File: src/usbif_pkg.sv
// constants and carrier types of the usb interface module status block
// assumes one system clock and a 32-bit peripheral register port
package usbif_pkg;

    localparam logic [7:0]  OFS_EVENT_FLAGS    = 8'h1c;
    localparam logic [7:0]  OFS_STICKINESS     = 8'h20;
    localparam logic [7:0]  OFS_PORT_MASKS     = 8'h24;
    localparam logic [7:0]  OFS_FRAME_COUNTER  = 8'h28;
    localparam logic [7:0]  OFS_LAST_PID       = 8'h2c;
    localparam logic [7:0]  OFS_LAST_ENDPOINT  = 8'h30;
    localparam logic [7:0]  OFS_ENDPOINT_MARKS = 8'h34;
    localparam logic [7:0]  OFS_OTG_MASK       = 8'h38;
    localparam logic [7:0]  OFS_POWER_SIGNAL   = 8'h3c;
    localparam logic [7:0]  OFS_XCVR_CONTROL   = 8'h40;

    localparam int          FLAG_COUNT         = 7;
    localparam int          FLAG_TOKEN_OK      = 6;
    localparam int          FLAG_SE0           = 5;
    localparam int          FLAG_K             = 4;
    localparam int          FLAG_J             = 3;
    localparam int          FLAG_CRC16_FAIL    = 2;
    localparam int          FLAG_RX_ACTIVE     = 1;
    localparam int          FLAG_RX_ERROR      = 0;
    localparam int          FLAG_LEVEL_TOP     = 1;

    localparam int          MASK_N_LSB         = 0;
    localparam int          MASK_O_LSB         = 8;
    localparam int          MASK_P_LSB         = 16;
    localparam int          MASK_Q_LSB         = 24;

    localparam int          EP_VALID_BIT       = 4;
    localparam logic [4:0]  EP_MARK_OR         = 5'h10;

    localparam int          CTL_PULLDOWN_OFF   = 18;
    localparam int          CTL_RESUME_SE0     = 13;
    localparam int          CTL_RESUME_K       = 12;
    localparam int          CTL_FILTER_LSB     = 8;
    localparam int          CTL_SUSPEND_CTL    = 7;
    localparam int          CTL_CONF_LSB       = 4;
    localparam int          POWER_SIGNAL_W     = 9;

    localparam logic [1:0]  LINE_SE0           = 2'h0;
    localparam logic [1:0]  LINE_J             = 2'h1;
    localparam logic [1:0]  LINE_K             = 2'h2;

    localparam logic [31:0] RESET_WORD         = 32'h0000_0000;

    typedef struct packed {
        logic        wr;
        logic        rd;
        logic [7:0]  addr;
        logic [31:0] wdata;
    } usbif_req_s;

    typedef struct packed {
        logic        rvalid;
        logic [31:0] rdata;
    } usbif_rsp_s;

endpackage : usbif_pkg

File: src/usbif_status_block.sv
// flag, mask, frame counter, token capture and transceiver control registers
// assumes one 200 MHz clock, inputs synchronous to it, 32-bit register port
`timescale 1ns/1ps
`default_nettype none

// What this block does
// - sticky bit holds flag until written one
// - notify port high when masked flag high
// - mask bytes map to ports n, o, p, q
// - eleven-bit read/write frame counter, one field in bits 10:0
// - capture last received packet identifier
// - keep copy of last token endpoint
// - valid bit shows endpoint copy is valid
// - marked endpoints delivered ORed with 0x10
// - control bit 18 disables data port pulldowns
// - se0 auto-resume sets bit 13, write clears
// - k auto-resume sets bit 12, write clears
// - line change held off two-to-N plus one clocks
// - bit 7 hands resume to suspend controller
// - bits 6:4 drive transceiver config pins
// - flag order token, se0, k, j, crc, rx
// - non-sticky flags 6:2 clear at next packet, 1:0 follow their inputs
module usbif_status_block (
    input  wire logic                 ref_clk,
    input  wire logic                 reset_n,
    input  wire usbif_pkg::usbif_req_s reg_req,
    output var  usbif_pkg::usbif_rsp_s reg_rsp,
    input  wire logic                 packet_start,
    input  wire logic                 token_ok,
    input  wire logic                 crc16_fail,
    input  wire logic                 receive_active_input,
    input  wire logic                 receive_error_input,
    input  wire logic [1:0]           line_state_raw,
    input  wire logic                 pid_strobe,
    input  wire logic [3:0]           pid_in,
    input  wire logic                 token_strobe,
    input  wire logic [3:0]           token_endpoint,
    input  wire logic                 sof_strobe,
    input  wire logic [10:0]          sof_frame,
    input  wire logic                 auto_resume_se0,
    input  wire logic                 auto_resume_k,
    output logic                      notify_port_n,
    output logic                      notify_port_o,
    output logic                      notify_port_p,
    output logic                      notify_port_q,
    output logic [4:0]                rx_endpoint,
    output logic                      rx_endpoint_valid,
    output logic [1:0]                line_state_filt,
    output logic                      pulldown_disable,
    output logic                      suspend_ctl_enable,
    output logic [2:0]                transceiver_config_pins
);

    logic [6:0]  event_flags_q;
    logic [6:0]  flag_stickiness_select_q;
    logic [31:0] port_masks_q;
    logic [10:0] frame_counter_q;
    logic [3:0]  last_pid_q;
    logic [3:0]  last_endpoint_q;
    logic        endpoint_valid_q;
    logic [15:0] endpoint_marks_q;
    logic [31:0] otg_mask_q;
    logic [8:0]  power_signal_q;
    logic        ctl_pulldown_off_q;
    logic        ctl_resume_se0_q;
    logic        ctl_resume_k_q;
    logic [3:0]  ctl_filter_log2_q;
    logic        ctl_suspend_q;
    logic [2:0]  ctl_conf_q;
    logic [1:0]  line_cand_q;
    logic [15:0] line_cnt_q;
    logic [15:0] line_limit;
    logic [6:0]  event_set;
    logic [6:0]  flag_clear;

    function automatic logic wr_at(input logic [7:0] ofs);
        wr_at = reg_req.wr && (reg_req.addr == ofs);
    endfunction

    // line state filter: new level must stay stable for 2^N+1 clocks
    assign line_limit = ~(16'hffff << ctl_filter_log2_q);

    always_ff @(posedge ref_clk or negedge reset_n) begin
        if (!reset_n) begin
            line_cand_q     <= 2'h1;
            line_cnt_q      <= 16'h0000;
            line_state_filt <= 2'h1;
        end else begin
            line_cand_q <= line_state_raw;
            if (line_state_raw != line_cand_q) begin
                line_cnt_q <= 16'h0000;
            end else if (line_cnt_q < line_limit) begin
                line_cnt_q <= line_cnt_q + 16'h0001;
            end else begin
                line_state_filt <= line_cand_q;
            end
        end
    end

    // flag sources, bit 6 down to bit 0
    assign event_set = {token_ok,
                        line_state_filt == usbif_pkg::LINE_SE0,
                        line_state_filt == usbif_pkg::LINE_K,
                        line_state_filt == usbif_pkg::LINE_J,
                        crc16_fail,
                        receive_active_input,
                        receive_error_input};
    assign flag_clear = wr_at(usbif_pkg::OFS_EVENT_FLAGS) ? reg_req.wdata[6:0] : 7'h00;

    generate
        for (genvar i = 0; i < usbif_pkg::FLAG_COUNT; i++) begin : g_flag
            always_ff @(posedge ref_clk or negedge reset_n) begin
                if (!reset_n) begin
                    event_flags_q[i] <= 1'b0;
                end else if (event_set[i]) begin
                    event_flags_q[i] <= 1'b1;
                end else if (flag_stickiness_select_q[i]) begin
                    if (flag_clear[i]) begin
                        event_flags_q[i] <= 1'b0;
                    end
                end else if (i <= usbif_pkg::FLAG_LEVEL_TOP) begin
                    event_flags_q[i] <= 1'b0;
                end else if (packet_start) begin
                    event_flags_q[i] <= 1'b0;
                end
            end
        end
    endgenerate

    always_ff @(posedge ref_clk or negedge reset_n) begin
        if (!reset_n) begin
            notify_port_n <= 1'b0;
            notify_port_o <= 1'b0;
            notify_port_p <= 1'b0;
            notify_port_q <= 1'b0;
        end else begin
            notify_port_n <= |(port_masks_q[usbif_pkg::MASK_N_LSB +: 7] & event_flags_q);
            notify_port_o <= |(port_masks_q[usbif_pkg::MASK_O_LSB +: 7] & event_flags_q);
            notify_port_p <= |(port_masks_q[usbif_pkg::MASK_P_LSB +: 7] & event_flags_q);
            notify_port_q <= |(port_masks_q[usbif_pkg::MASK_Q_LSB +: 7] & event_flags_q);
        end
    end

    // plain software storage
    always_ff @(posedge ref_clk or negedge reset_n) begin
        if (!reset_n) begin
            flag_stickiness_select_q <= 7'h00;
            port_masks_q             <= usbif_pkg::RESET_WORD;
            endpoint_marks_q         <= 16'h0000;
            otg_mask_q               <= usbif_pkg::RESET_WORD;
            power_signal_q           <= 9'h000;
        end else begin
            if (wr_at(usbif_pkg::OFS_STICKINESS)) begin
                flag_stickiness_select_q <= reg_req.wdata[6:0];
            end
            if (wr_at(usbif_pkg::OFS_PORT_MASKS)) begin
                port_masks_q <= reg_req.wdata;
            end
            if (wr_at(usbif_pkg::OFS_ENDPOINT_MARKS)) begin
                endpoint_marks_q <= reg_req.wdata[15:0];
            end
            if (wr_at(usbif_pkg::OFS_OTG_MASK)) begin
                otg_mask_q <= reg_req.wdata;
            end
            if (wr_at(usbif_pkg::OFS_POWER_SIGNAL)) begin
                power_signal_q <= reg_req.wdata[usbif_pkg::POWER_SIGNAL_W-1:0];
            end
        end
    end

    // frame counter: loaded by received frame numbers, software write wins
    always_ff @(posedge ref_clk or negedge reset_n) begin
        if (!reset_n) begin
            frame_counter_q <= 11'h000;
        end else if (wr_at(usbif_pkg::OFS_FRAME_COUNTER)) begin
            frame_counter_q <= reg_req.wdata[10:0];
        end else if (sof_strobe) begin
            frame_counter_q <= sof_frame;
        end
    end

    // token capture
    always_ff @(posedge ref_clk or negedge reset_n) begin
        if (!reset_n) begin
            last_pid_q        <= 4'h0;
            last_endpoint_q   <= 4'h0;
            endpoint_valid_q  <= 1'b0;
            rx_endpoint       <= 5'h00;
            rx_endpoint_valid <= 1'b0;
        end else begin
            rx_endpoint_valid <= token_strobe;
            if (pid_strobe) begin
                last_pid_q <= pid_in;
            end
            if (token_strobe) begin
                last_endpoint_q  <= token_endpoint;
                endpoint_valid_q <= 1'b1;
                rx_endpoint      <= endpoint_marks_q[token_endpoint]
                                  ? ({1'b0, token_endpoint} | usbif_pkg::EP_MARK_OR)
                                  : {1'b0, token_endpoint};
            end
        end
    end

    // transceiver control
    always_ff @(posedge ref_clk or negedge reset_n) begin
        if (!reset_n) begin
            ctl_pulldown_off_q <= 1'b0;
            ctl_resume_se0_q   <= 1'b0;
            ctl_resume_k_q     <= 1'b0;
            ctl_filter_log2_q  <= 4'h0;
            ctl_suspend_q      <= 1'b0;
            ctl_conf_q         <= 3'h0;
        end else begin
            if (wr_at(usbif_pkg::OFS_XCVR_CONTROL)) begin
                ctl_pulldown_off_q <= reg_req.wdata[usbif_pkg::CTL_PULLDOWN_OFF];
                ctl_resume_se0_q   <= reg_req.wdata[usbif_pkg::CTL_RESUME_SE0];
                ctl_resume_k_q     <= reg_req.wdata[usbif_pkg::CTL_RESUME_K];
                ctl_filter_log2_q  <= reg_req.wdata[usbif_pkg::CTL_FILTER_LSB +: 4];
                ctl_suspend_q      <= reg_req.wdata[usbif_pkg::CTL_SUSPEND_CTL];
                ctl_conf_q         <= reg_req.wdata[usbif_pkg::CTL_CONF_LSB +: 3];
            end
            if (auto_resume_se0) begin
                ctl_resume_se0_q <= 1'b1;
            end
            if (auto_resume_k) begin
                ctl_resume_k_q <= 1'b1;
            end
        end
    end

    always_ff @(posedge ref_clk or negedge reset_n) begin
        if (!reset_n) begin
            pulldown_disable        <= 1'b0;
            suspend_ctl_enable      <= 1'b0;
            transceiver_config_pins <= 3'h0;
        end else begin
            pulldown_disable        <= ctl_pulldown_off_q;
            suspend_ctl_enable      <= ctl_suspend_q;
            transceiver_config_pins <= ctl_conf_q;
        end
    end

    // read port: one cycle after the request, unmapped offsets read zero
    always_ff @(posedge ref_clk or negedge reset_n) begin
        if (!reset_n) begin
            reg_rsp <= '0;
        end else begin
            reg_rsp.rvalid <= reg_req.rd;
            reg_rsp.rdata  <= usbif_pkg::RESET_WORD;
            if (reg_req.rd) begin
                case (reg_req.addr)
                    usbif_pkg::OFS_EVENT_FLAGS:    reg_rsp.rdata <= {25'h0, event_flags_q};
                    usbif_pkg::OFS_STICKINESS:     reg_rsp.rdata <= {25'h0, flag_stickiness_select_q};
                    usbif_pkg::OFS_PORT_MASKS:     reg_rsp.rdata <= port_masks_q;
                    usbif_pkg::OFS_FRAME_COUNTER:  reg_rsp.rdata <= {21'h0, frame_counter_q};
                    usbif_pkg::OFS_LAST_PID:       reg_rsp.rdata <= {28'h0, last_pid_q};
                    usbif_pkg::OFS_LAST_ENDPOINT:  reg_rsp.rdata <= {27'h0, endpoint_valid_q,
                                                                     last_endpoint_q};
                    usbif_pkg::OFS_ENDPOINT_MARKS: reg_rsp.rdata <= {16'h0, endpoint_marks_q};
                    usbif_pkg::OFS_OTG_MASK:       reg_rsp.rdata <= otg_mask_q;
                    usbif_pkg::OFS_POWER_SIGNAL:   reg_rsp.rdata <= {23'h0, power_signal_q};
                    usbif_pkg::OFS_XCVR_CONTROL:   reg_rsp.rdata <= {13'h0, ctl_pulldown_off_q,
                                                       4'h0, ctl_resume_se0_q, ctl_resume_k_q,
                                                       ctl_filter_log2_q, ctl_suspend_q,
                                                       ctl_conf_q, 4'h0};
                    default:                       reg_rsp.rdata <= usbif_pkg::RESET_WORD;
                endcase
            end
        end
    end

    property p_sticky_hold;
        @(posedge ref_clk) disable iff (!reset_n)
        (flag_stickiness_select_q[usbif_pkg::FLAG_TOKEN_OK] && event_flags_q[6] && !flag_clear[6]
         && $stable(flag_stickiness_select_q)) |=> event_flags_q[6] [*1];
    endproperty
    a_sticky_hold: assert property (p_sticky_hold) else $error("sticky flag lost");
    property p_notify_n;
        @(posedge ref_clk) disable iff (!reset_n)
        ##1 notify_port_n == $past(|(port_masks_q[6:0] & event_flags_q));
    endproperty
    a_notify_n: assert property (p_notify_n) else $error("port n mismatch");
    property p_notify_q;
        @(posedge ref_clk) disable iff (!reset_n)
        (port_masks_q[30:24] == 7'h00) |=> !notify_port_q;
    endproperty
    a_notify_q: assert property (p_notify_q) else $error("port q high without mask");
    property p_frame_write;
        @(posedge ref_clk) disable iff (!reset_n)
        wr_at(usbif_pkg::OFS_FRAME_COUNTER) |=> frame_counter_q == $past(reg_req.wdata[10:0]);
    endproperty
    a_frame_write: assert property (p_frame_write) else $error("frame counter write lost");
    property p_pid_capture;
        @(posedge ref_clk) disable iff (!reset_n)
        pid_strobe |=> last_pid_q == $past(pid_in);
    endproperty
    a_pid_capture: assert property (p_pid_capture) else $error("pid not captured");
    property p_endpoint_mark;
        @(posedge ref_clk) disable iff (!reset_n)
        token_strobe |=> rx_endpoint_valid && rx_endpoint[3:0] == last_endpoint_q
            && rx_endpoint[4] == $past(endpoint_marks_q[token_endpoint]) && endpoint_valid_q;
    endproperty
    a_endpoint_mark: assert property (p_endpoint_mark) else $error("endpoint mark wrong");
    property p_resume_se0;
        @(posedge ref_clk) disable iff (!reset_n)
        auto_resume_se0 |=> ctl_resume_se0_q ##1 (ctl_resume_se0_q || $past(reg_req.wr));
    endproperty
    a_resume_se0: assert property (p_resume_se0) else $error("se0 resume bit not set");
    property p_resume_k;
        @(posedge ref_clk) disable iff (!reset_n)
        auto_resume_k |=> ctl_resume_k_q;
    endproperty
    a_resume_k: assert property (p_resume_k) else $error("k resume bit not set");
    property p_filter_hold;
        @(posedge ref_clk) disable iff (!reset_n)
        (line_state_filt != $past(line_state_filt)) |-> $past(line_cnt_q >= line_limit);
    endproperty
    a_filter_hold: assert property (p_filter_hold) else $error("line change too early");
    property p_conf_pins;
        @(posedge ref_clk) disable iff (!reset_n)
        wr_at(usbif_pkg::OFS_XCVR_CONTROL) |=> ##1 transceiver_config_pins == $past(reg_req.wdata[6:4], 2)
            && pulldown_disable == $past(reg_req.wdata[18], 2);
    endproperty
    a_conf_pins: assert property (p_conf_pins) else $error("config pins wrong");
    property p_packet_clear;
        @(posedge ref_clk) disable iff (!reset_n)
        (packet_start && !flag_stickiness_select_q[2] && !crc16_fail) |=> !event_flags_q[2];
    endproperty
    a_packet_clear: assert property (p_packet_clear) else $error("flag not cleared");
    property p_set_wins;
        @(posedge ref_clk) disable iff (!reset_n)
        (crc16_fail && flag_clear[2]) |=> event_flags_q[2];
    endproperty
    a_set_wins: assert property (p_set_wins) else $error("event lost on clear");

endmodule // usbif_status_block

`default_nettype wire

File: config.mk
export PLATFORM = sky130hd
export DESIGN_NAME = usbif_status_block
export DESIGN_NICKNAME = d
export VERILOG_FILES = /design/src/usbif_pkg.sv /design/src/usbif_status_block.sv
export SDC_FILE = /design/constraint.sdc
export NUM_CORES = 1
export LEC_CHECK = 0
export BUFFER_PORTS_ARGS = -buffer_cell sky130_fd_sc_hd__buf_2
export CAP_MARGIN = 10
export CELL_PAD_IN_SITES_DETAIL_PLACEMENT = 1
export CELL_PAD_IN_SITES_GLOBAL_PLACEMENT = 1
export CORE_ASPECT_RATIO = 1.75
export CORE_MARGIN = 2
export CORE_UTILIZATION = 46
export DETAILED_ROUTE_END_ITERATION = 12
export PLACE_DENSITY = 0.79
export SLEW_MARGIN = 0
export SYNTH_ARGS = -nofsm -noshare
export SYNTH_HDL_FRONTEND = slang
export SYNTH_SLANG_ARGS = --single-unit
File: constraint.sdc
create_clock -name ref_clk -period 3.4 [get_ports ref_clk]
set_clock_uncertainty 0.1 [all_clocks]
set_input_delay 0.34 -clock ref_clk [delete_from_list [all_inputs] [get_ports ref_clk]]
set_output_delay 0.34 -clock ref_clk [all_outputs]
set_load 0.1 [all_outputs]
# Word level (Yosys, flattened, before mapping)
# Cells that the tools add are included.
[word_totals]
regBits = 202
inputBits = 75
elab_cells = 131
out_inout_bits = 50
[op_classes]
muxes = 36
n_addsub = 1
shifts = 1
bitwise_logic = 7
magnitude_cmp = 2
n_eq_ne = 20
reduce_logical = 28
[ops]
columns = ["cell", "count"]
rows = [
  ["$pmux W32 S10", 1],
  ["$eq A8 B6 Y1 const B", 8],
  ["$mux W16", 2],
  ["$mux W32", 1],
  ["$and A7 B7 Y7", 4],
  ["$reduce_or A7 Y1", 4],
  ["$mux W1", 27],
  ["$mux W11", 2],
  ["$add A16 B1 Y16 const B", 1],
  ["$lt A16 B16 Y1", 1],
  ["$not A16 Y16", 1],
  ["$shl A16 B4 Y16 const A", 1],
  ["$reduce_bool A3 Y1", 5],
  ["$ne A3 B2 Y1 const B", 4],
  ["$reduce_and A2 Y1", 6],
  ["$ne A3 B1 Y1 const B", 3],
  ["$eq A8 B5 Y1 const B", 1],
  ["$eq A8 B7 Y1 const B", 1],
  ["$logic_and A1 B1 Y1", 8],
  ["$reduce_bool A2 Y1", 4],
  ["$mux W7", 1],
  ["$lt A4 B5 Y1 const B", 1],
  ["$mux W5", 1],
  ["$bmux W1 S4", 1],
  ["5 further kinds", 6],
]

# Depth between registers and ports, before layout
# Gate-level depths: netlist of run 1.
[depth]
depth_word = 6
depth_mapped = 11
mapped_depth_nobuf = 8

# Least setup slack after synthesis of run 1
# OpenSTA, ideal clock, no wires.
[synth_timing]
path_kind = "reg2reg"
startpoint = "reg ctl_filter_log2_q[2]"
endpoint = "reg line_cnt_q[13]"
setup_time_ns = 0.078
path_stages_with_launch = 10
required_time_ns = 3.222
setup_slack_ns = 0.794
period_less_slack_ns = 2.606
arrival_time_ns = 2.428
n_path_buf = 2
cell_sequence = "dfrtp_1 -> clkbuf_1 -> a21boi_0 -> ha_1 -> a211oi_1 -> nor2_1 -> o311a_4 -> buf_6 -> or4_1 -> a21oi_1"
[synth_between]
elab_chain_cells = 4
[synth_lines]
columns = ["element", "line", "source"]
rows = [
  ["from (decl)", "usbif_status_block.sv:67", "logic [3:0] ctl_filter_log2_q;"],
  ["from (signal assigned)", "usbif_status_block.sv:219", "ctl_filter_log2_q <= reg_req.wdata[usbif_pkg::CTL_FILTER_LSB +: 4];"],
  ["$shl A16 B4 Y16", "usbif_status_block.sv:81", "assign line_limit = ~(16'hffff << ctl_filter_log2_q);"],
  ["$not A16 Y16", "usbif_status_block.sv:81", ""],
  ["$lt A16 B16 Y1", "usbif_status_block.sv:92", "end else if (line_cnt_q < line_limit) begin"],
  ["$reduce_bool A2 Y1 (no source line)", "--", ""],
  ["to (signal assigned)", "usbif_status_block.sv:93", "line_cnt_q <= line_cnt_q + 16'h0001;"],
  ["to (decl)", "usbif_status_block.sv:71", "logic [15:0] line_cnt_q;"],
]
# No other way between the ends.
# A chain may end at the register's enable or synchronous reset.

# Worst setup path after layout of run 1
[layout_timing]
startpoint = "reg ctl_filter_log2_q[1]"
endpoint = "reg line_cnt_q[11]"
# Same word-level chain as after synthesis.

==> results of run 1 <==
routing by layer:
| metal | wire length (um) | vias to the layer above | track usage, % |
|---|---|---|---|
| met2 | 14900 | 234 | 49.4 |
| met1 | 9740 | 3496 | 30.0 |
| met3 | 998 | 62 | 4.70 |
| met4 | 1200 | 0 | 13.1 |
| met5 | 0 | - | 0 |
| li1 | - | 2970 | - |
cells in the final DEF (no fill, tap or decap), drive strengths merged, types with 11 or more instances in the layout:
cell type    n
buf        137
or4         12
a22oi       35
mux2i       12
clkbuf      20
a31oi       11
o21ai       15
o31ai       11
ha          15
nor2        46
dfrtp      196
nand2       33
nand3       16
inv         14
a21oi       41
mux2       117
a222oi      20
worst max-delay path by stage:
| stage | from | endpoint | slack [ns] | depth (start not counted) |
|---|---|---|---|---|
| after floorplan | ctl_filter_log2_q[2] | line_cnt_q[13] | 0.79 | 9 |
| after global placement | ctl_filter_log2_q[1] | line_cnt_q[13] | 0.33 | 7 |
| after detailed placement | ctl_filter_log2_q[1] | line_cnt_q[11] | 0.18 | 7 |
| after CTS | ctl_filter_log2_q[1] | line_cnt_q[11] | 0.13 | 7 |
| after global routing | ctl_filter_log2_q[1] | line_cnt_q[4] | 0.11 | 7 |
| final | ctl_filter_log2_q[1] | line_cnt_q[11] | 0.26 | 7 |
registers in the layout (all words and copies together), names as in the netlist, 2 cells and up:
register,cells
reg_rsp,33
otg_mask_q,32
port_masks_q,32
endpoint_marks_q,16
line_cnt_q,16
frame_counter_q,11
power_signal_q,9
event_flags_q,7
flag_stickiness_select_q,7
rx_endpoint,5
ctl_filter_log2_q,4
last_pid_q,4
ctl_conf_q,3
transceiver_config_pins,3
line_cand_q,2
line_state_filt,2
area by class of cell:
type | count | area share (%)
clock inverter | 13 | 1.57
clock buffer | 19 | 4.22
tap | 241 | 2.87
timing repair buffer | 145 | 7.90
inverter | 8 | 0.286
multi-input combinational | 470 | 35.9
sequential | 198 | 47.2
timing repair:
| item | in CTS | in global routing |
|---|---|---|
| hold buffers | 7 | 0 |
| gates resized for setup | 0 | 1 |
| endpoints found under the hold margin | 83 | 0 |
| endpoints found under the setup margin | 0 | 7 |
power groups by stage:
stage	sequential, mW	clock (mW)	combinational (mW)
final	2.66	2.08	0.726
after global routing	2.67	2.21	0.778
after CTS	2.65	2.11	0.732
after detailed placement	2.70	0	0.721
after global placement	2.69	0	0.696
after floorplan	2.86	0	0.271
metrics by stage:
| stage | hold slack [ns] | instance area [sq um] | power [mW] |
|---|---|---|---|
| 6_report | 0.00773 | 10500 | 5.47 |
| 5_1_grt | 0.00299 | 10500 | 5.66 |
| 4_1_cts | 0.00435 | 10500 | 5.50 |
| 3_5_place_dp | 0.298 | 9820 | 3.42 |
| 3_3_place_gp | 0.282 | 9820 | 3.39 |
| 2_1_floorplan | -0.0556 | 8960 | 3.13 |
logic make-up after synthesis:
group                      count (synthesis)  share of synthesized area [%]
and+or+nand+nor                          150                           8.78
muxes                                    134                           17.3
buffers and inverters                     49                           2.67
DFF                                      198                           55.3
AOI/OAI and AO/OA                        169                           13.7
adders and majority gates                 15                           2.09
xor gates and xnor gates                   2                          0.195
worst max-delay path: stages, from the launching register on:
cell and delay, ns:
sky130_fd_sc_hd__dfrtp_1 0.51, sky130_fd_sc_hd__and2_1 0.25, sky130_fd_sc_hd__nand3_1 0.11, sky130_fd_sc_hd__ha_1 0.37
sky130_fd_sc_hd__a211oi_1 0.61, sky130_fd_sc_hd__o21ai_2 0.38, sky130_fd_sc_hd__or4_1 0.55, sky130_fd_sc_hd__a21oi_1 0.18
==> reports/qor.csv, run 1 <==
metric,value,unit
outcome,"complete, no violations",
commonest cells in the netlist,"sky130_fd_sc_hd__dfrtp_1 (196), sky130_fd_sc_hd__mux2_1 (81), sky130_fd_sc_hd__nor2_1 (46), sky130_fd_sc_hd__a21oi_1 (39), sky130_fd_sc_hd__mux2_2 (36)",
DRC marker count from the first detailed-route iteration,463,
post-route DRC violation count,0,
number of cells traversed by the worst register-to-register path,7,
pre-CTS setup slack,0.177,ns
area used by multi-input combinational logic,3770,sq um
"Net Count, Synth",807,
relative contribution of the clock network to total power,38.1,%
share of synthesized area occupied by flip-flops and latches,55.3,%
via count of the first global-routing pass,7424,
floorplan die height,189,um
Worst Hold Depth,2,
sw frac,29.8,%
die area,20700,sq um
number of buffers added by the clock tree synthesis step,17,
antenna fix cells,0,
clock sink count,198,
Port Buf Inserts,124,
Tcrit/Tclk final,92.3,%
"Clk Latency, worst-skew pair",0.45,ns
antenna violations before repair,0,
total setup buffers inserted after CTS,0,
count of boundary I/O pins,125,
Overflow after GRT,0,
starting utilization of the core area,46.9,%
Mapped Area,8960,sq um
total of endpoints with negative setup slack in the final report,0,
Syn-to-layout area delta,17.1,%
remaining antenna violation count after routing,0,
post-synthesis area per instance,12.5,sq um
proportion of register bits with asynchronous set or reset after synthesis,100,%
count of state elements after synthesis,198,
number of placement rows,67,
startpoint of the worst-slack reg-to-reg timing path,ctl_filter_log2_q[1],
RSZ-0062 raised after global routing,no,
crit path time final,3.14,ns
utilization after layout,54.9,%
detailed-router iteration count before antenna repair,7,
dominant synthesized flop cell,sky130_fd_sc_hd__dfrtp_1,
gate count of the mapped netlist,717,
buffer levels on the longest clock path,2,
H-Tree Level Count,4,
filler-free cell count of the finished design,1094,
Sequential Power Share,48.6,%
worst-case headroom to the max-slew limit,21.4,%
number of synthesized flops with an enable pin,0,
"top cells by area, synth","sky130_fd_sc_hd__dfrtp_1 (55%), sky130_fd_sc_hd__mux2_1 (10%), sky130_fd_sc_hd__mux2_2 (4.5%)",
vias,6762,
RR Endpoint,line_cnt_q[11],
max-cap viol count,0,
actual slew at the worst max-slew pin,1.18,ns
register area,4960,sq um
final weighted congestion in routability-driven placement,0.900,
synth warn,0,
count of cell types in the netlist,57,
static leakage,5.06,nW
part of the total power dissipated in combinational logic,13.3,%
root cell of the clock tree,sky130_fd_sc_hd__clkbuf_16,
clock slew at the register clock pins of the worst setup and hold paths,0.07,ns
post-synthesis cell type with the largest combined area,sky130_fd_sc_hd__dfrtp_1,
dpl hpwl,19700,um
launch instance of the worst min-delay path,token_ok,
arrival time worst endpoint,3.40,ns
area of the core region,19100,sq um
area fraction of the dominant cell type after synthesis,54.7,%
wire length after detailed routing,26800,um
horizontal die dimension,110,um
number of instances in the placed design,1055,
critical path class,flip-flop to flip-flop,
switching power total,1.63,mW
cell with the most instances after synthesis,sky130_fd_sc_hd__dfrtp_1,
pin count of the biggest net entering global routing,83,
endpoint of the worst hold path,event_flags_q[6],
Int Power,3.84,mW
R2R setup slack,0.26,ns
number of nets in the final layout,930,
Total Routing Usage GR,27.3,%
"IR drop worst, VDD",643,uV
category of the worst setup path capture point,flip-flop,
Min-Delay Path Class,input pin to flip-flop,
Critical Path Fanout Max,18,
required arrival time at the worst endpoint,3.66,ns
per-cell routed wire length,24.5,um
share of final-layout standard cells stronger than drive strength 1,26.3,%
Vias/cell,6.18,
post-route setup slack,0.261,ns
number of max-slew violations in the final report,0,
Setup Total Neg Slack,0,ns
timing-limited maximum frequency,319,MHz
Fillers,2007,
clock tree from TritonCTS,yes,
total power divided by cell area,521,nW/um^2
final hold vios,0,
first-pass GRT wire length,41800,um
sort of element at the start of the critical path,flip-flop,
Power figures use the tool's default switching activity.
==> inputs of run 2 (changes only) <==
--- a/config.mk
+++ b/config.mk
@@ -5,7 +5,7 @@
 export SDC_FILE = /design/constraint.sdc
 export NUM_CORES = 1
 export LEC_CHECK = 0
-export BUFFER_PORTS_ARGS = -buffer_cell sky130_fd_sc_hd__buf_2
+export BUFFER_PORTS_ARGS = -buffer_cell sky130_fd_sc_hd__clkbuf_2
 export CAP_MARGIN = 10
 export CELL_PAD_IN_SITES_DETAIL_PLACEMENT = 1
 export CELL_PAD_IN_SITES_GLOBAL_PLACEMENT = 1
==> reports/qor.csv, run 2 (synthesis results as in run 1) <==
metric,value,unit,change
via count of the first global-routing pass,7308,,"was 7,424"
Port Buf Inserts,124,,unchanged
post-layout power,5.50,mW,was 5.47 mW
first-pass GRT wire length,42500,um,"was 41,800 um"
Setup Total Neg Slack,0,ns,unchanged
horizontal die dimension,110,um,unchanged
pin count of the biggest net entering global routing,94,,was 83
"leading cell types in the layout, fill and taps excluded","sky130_fd_sc_hd__dfrtp_1 (196), sky130_fd_sc_hd__clkbuf_2 (123), sky130_fd_sc_hd__mux2_1 (81), sky130_fd_sc_hd__nor2_1 (46), sky130_fd_sc_hd__a21oi_1 (39)",,"was sky130_fd_sc_hd__dfrtp_1 (196), sky130_fd_sc_hd__buf_2 (123), sky130_fd_sc_hd__mux2_1 (81), sky130_fd_sc_hd__nor2_1 (46), sky130_fd_sc_hd__a21oi_1 (39)"
sort of element at the start of the critical path,flip-flop,,unchanged
most flop-heavy register,reg_rsp,,unchanged
H-Tree Level Count,4,,unchanged
"IR drop worst, VDD",389,uV,was 643 uV
number of max-slew violations in the final report,0,,unchanged
timing-limited maximum frequency,325,MHz,was 319 MHz
required arrival time at the worst endpoint,3.66,ns,about the same
share of final-layout standard cells stronger than drive strength 1,26.4,%,was 26.3%
vias,6845,,"was 6,762"
detailed-router iteration count before antenna repair,8,,was 7
wire length after detailed routing,27100,um,"was 26,800 um"
Critical Path Fanout Max,18,,unchanged
arrival time worst endpoint,3.33,ns,was 3.40 ns
final hold vios,0,,unchanged
Min-Delay Path Class,input pin to flip-flop,,unchanged
crit path time final,3.08,ns,was 3.14 ns
antenna fix cells,0,,unchanged
area of the core region,19100,sq um,unchanged
root cell of the clock tree,sky130_fd_sc_hd__clkbuf_16,,unchanged
die area,20700,sq um,unchanged
total power divided by cell area,524,nW/um^2,was 521 nW/um^2
per-cell routed wire length,24.8,um,was 24.5 um
Vias/cell,6.26,,was 6.18
Overflow after GRT,0,,unchanged
max-cap viol count,0,,unchanged
clock slew at the register clock pins of the worst setup and hold paths,0.07,ns,about the same
actual slew at the worst max-slew pin,1.21,ns,was 1.18 ns
antenna violations before repair,0,,unchanged
floorplan die height,189,um,unchanged
outcome,"complete, no violations",,unchanged
number of nets in the final layout,929,,was 930
DRC marker count from the first detailed-route iteration,550,,was 463
remaining antenna violation count after routing,0,,unchanged
worst-case headroom to the max-slew limit,19.5,%,was 21.4%
"Clk Latency, worst-skew pair",0.44,ns,was 0.45 ns
clock tree from TritonCTS,yes,,unchanged
Total Routing Usage GR,27.5,%,was 27.3%
dpl hpwl,19900,um,"was 19,700 um"
starting utilization of the core area,46.9,%,unchanged
clock sink count,198,,unchanged
static leakage,5.04,nW,was 5.06 nW
critical path class,flip-flop to flip-flop,,unchanged
post-route DRC violation count,0,,unchanged
number of flip-flops in the largest register,33,,unchanged
final weighted congestion in routability-driven placement,0.851,,was 0.900
"most common cell after layout, fill and taps aside",sky130_fd_sc_hd__dfrtp_1,,unchanged
buffer levels on the longest clock path,2,,unchanged
total setup buffers inserted after CTS,0,,unchanged
Syn-to-layout area delta,17.1,%,unchanged
number of placement rows,67,,unchanged
RSZ-0062 raised after global routing,no,,unchanged
Tcrit/Tclk final,90.5,%,was 92.3%
total of endpoints with negative setup slack in the final report,0,,unchanged
registers with the highest flip-flop counts,"reg_rsp: 33 flops, otg_mask_q: 32 flops, port_masks_q: 32 flops",,unchanged
count of boundary I/O pins,125,,unchanged
number of buffers added by the clock tree synthesis step,17,,unchanged
category of the worst setup path capture point,flip-flop,,unchanged
[run 2: cell count changes in the layout (fill, tap and decap cells not counted), sizes merged]
| cell | before | now |
|---|---|---|
| dlygate4sd3 | 7 | 6 |
| clkbuf | 20 | 141 |
| clkinv | 3 | 4 |
| buf | 137 | 14 |
| bufinv | 2 | 3 |
[run 2: final timing paths]
path                                            from  cells past startpoint  slack, ns          endpoint
worst max-delay path            ctl_filter_log2_q[1]                      7       0.32     line_cnt_q[7]
worst min-delay path            receive_active_input                      2       0.02  event_flags_q[1]
worst max register to register  ctl_filter_log2_q[1]                      7       0.32     line_cnt_q[7]
worst min register to register    ctl_pulldown_off_q                      0       0.34  pulldown_disable
max in group asynchronous                    reset_n                      3       1.86        reg_rsp[7]
min in group asynchronous                    reset_n                      2       0.41    line_cnt_q[13]
[run 2: repair_timing]
item / 4_1_cts / 5_1_grt
endpoints found under the hold margin: 93 / 0
setup endpoints to repair: 0 / 6
gates resized for setup: 0 / 1
hold buffers: 6 / 0
[run 2: per-layer routing]
metal	wire length, um	GRT usage, %
met1	9900	31.1
met2	14800	49.8
met3	1220	4.05
met4	1200	12.5
met5	0	0
[run 2: cell type report]
cell class                 count  area, sq um
fill                        1988         8620
inverter                       8         30.0
multi-input combinational    470         3770
sequential                   198         4960
clock inverter                15          193
timing repair buffer         144          820
clock buffer                  17          425
tap                          241          302
[run 2: power breakdown]
part / switching (mW) / total [mW] / internal [mW]
registers: 0.163 / 2.66 / 2.49
clock network: 0.934 / 2.11 / 1.18
logic: 0.517 / 0.726 / 0.209
[run 2: stage by stage]
| step | setup slack, ns | cells | instance area, sq um | hold slack (ns) | utilization [%] |
|---|---|---|---|---|---|
| floorplan | 0.794 | 717 | 8960 | -0.0556 | - |
| global placement | 0.267 | 1055 | 9820 | 0.310 | 51.4 |
| detailed placement | 0.166 | 1055 | 9820 | 0.318 | 51.4 |
| CTS | 0.150 | 1093 | 10500 | 0.0115 | 54.9 |
| global route | 0.118 | 1093 | 10500 | 0.00410 | 54.9 |
| finish | 0.323 | 1093 | 10500 | 0.0186 | 54.9 |
[run 2: critical path: stages (launching register included)]
cell	delay, ns
sky130_fd_sc_hd__dfrtp_1	0.53
sky130_fd_sc_hd__and2_1	0.24
sky130_fd_sc_hd__nand3_1	0.10
sky130_fd_sc_hd__ha_1	0.38
sky130_fd_sc_hd__a211oi_1	0.57
sky130_fd_sc_hd__o21ai_2	0.36
sky130_fd_sc_hd__or4_1	0.55
sky130_fd_sc_hd__a21oi_1	0.17
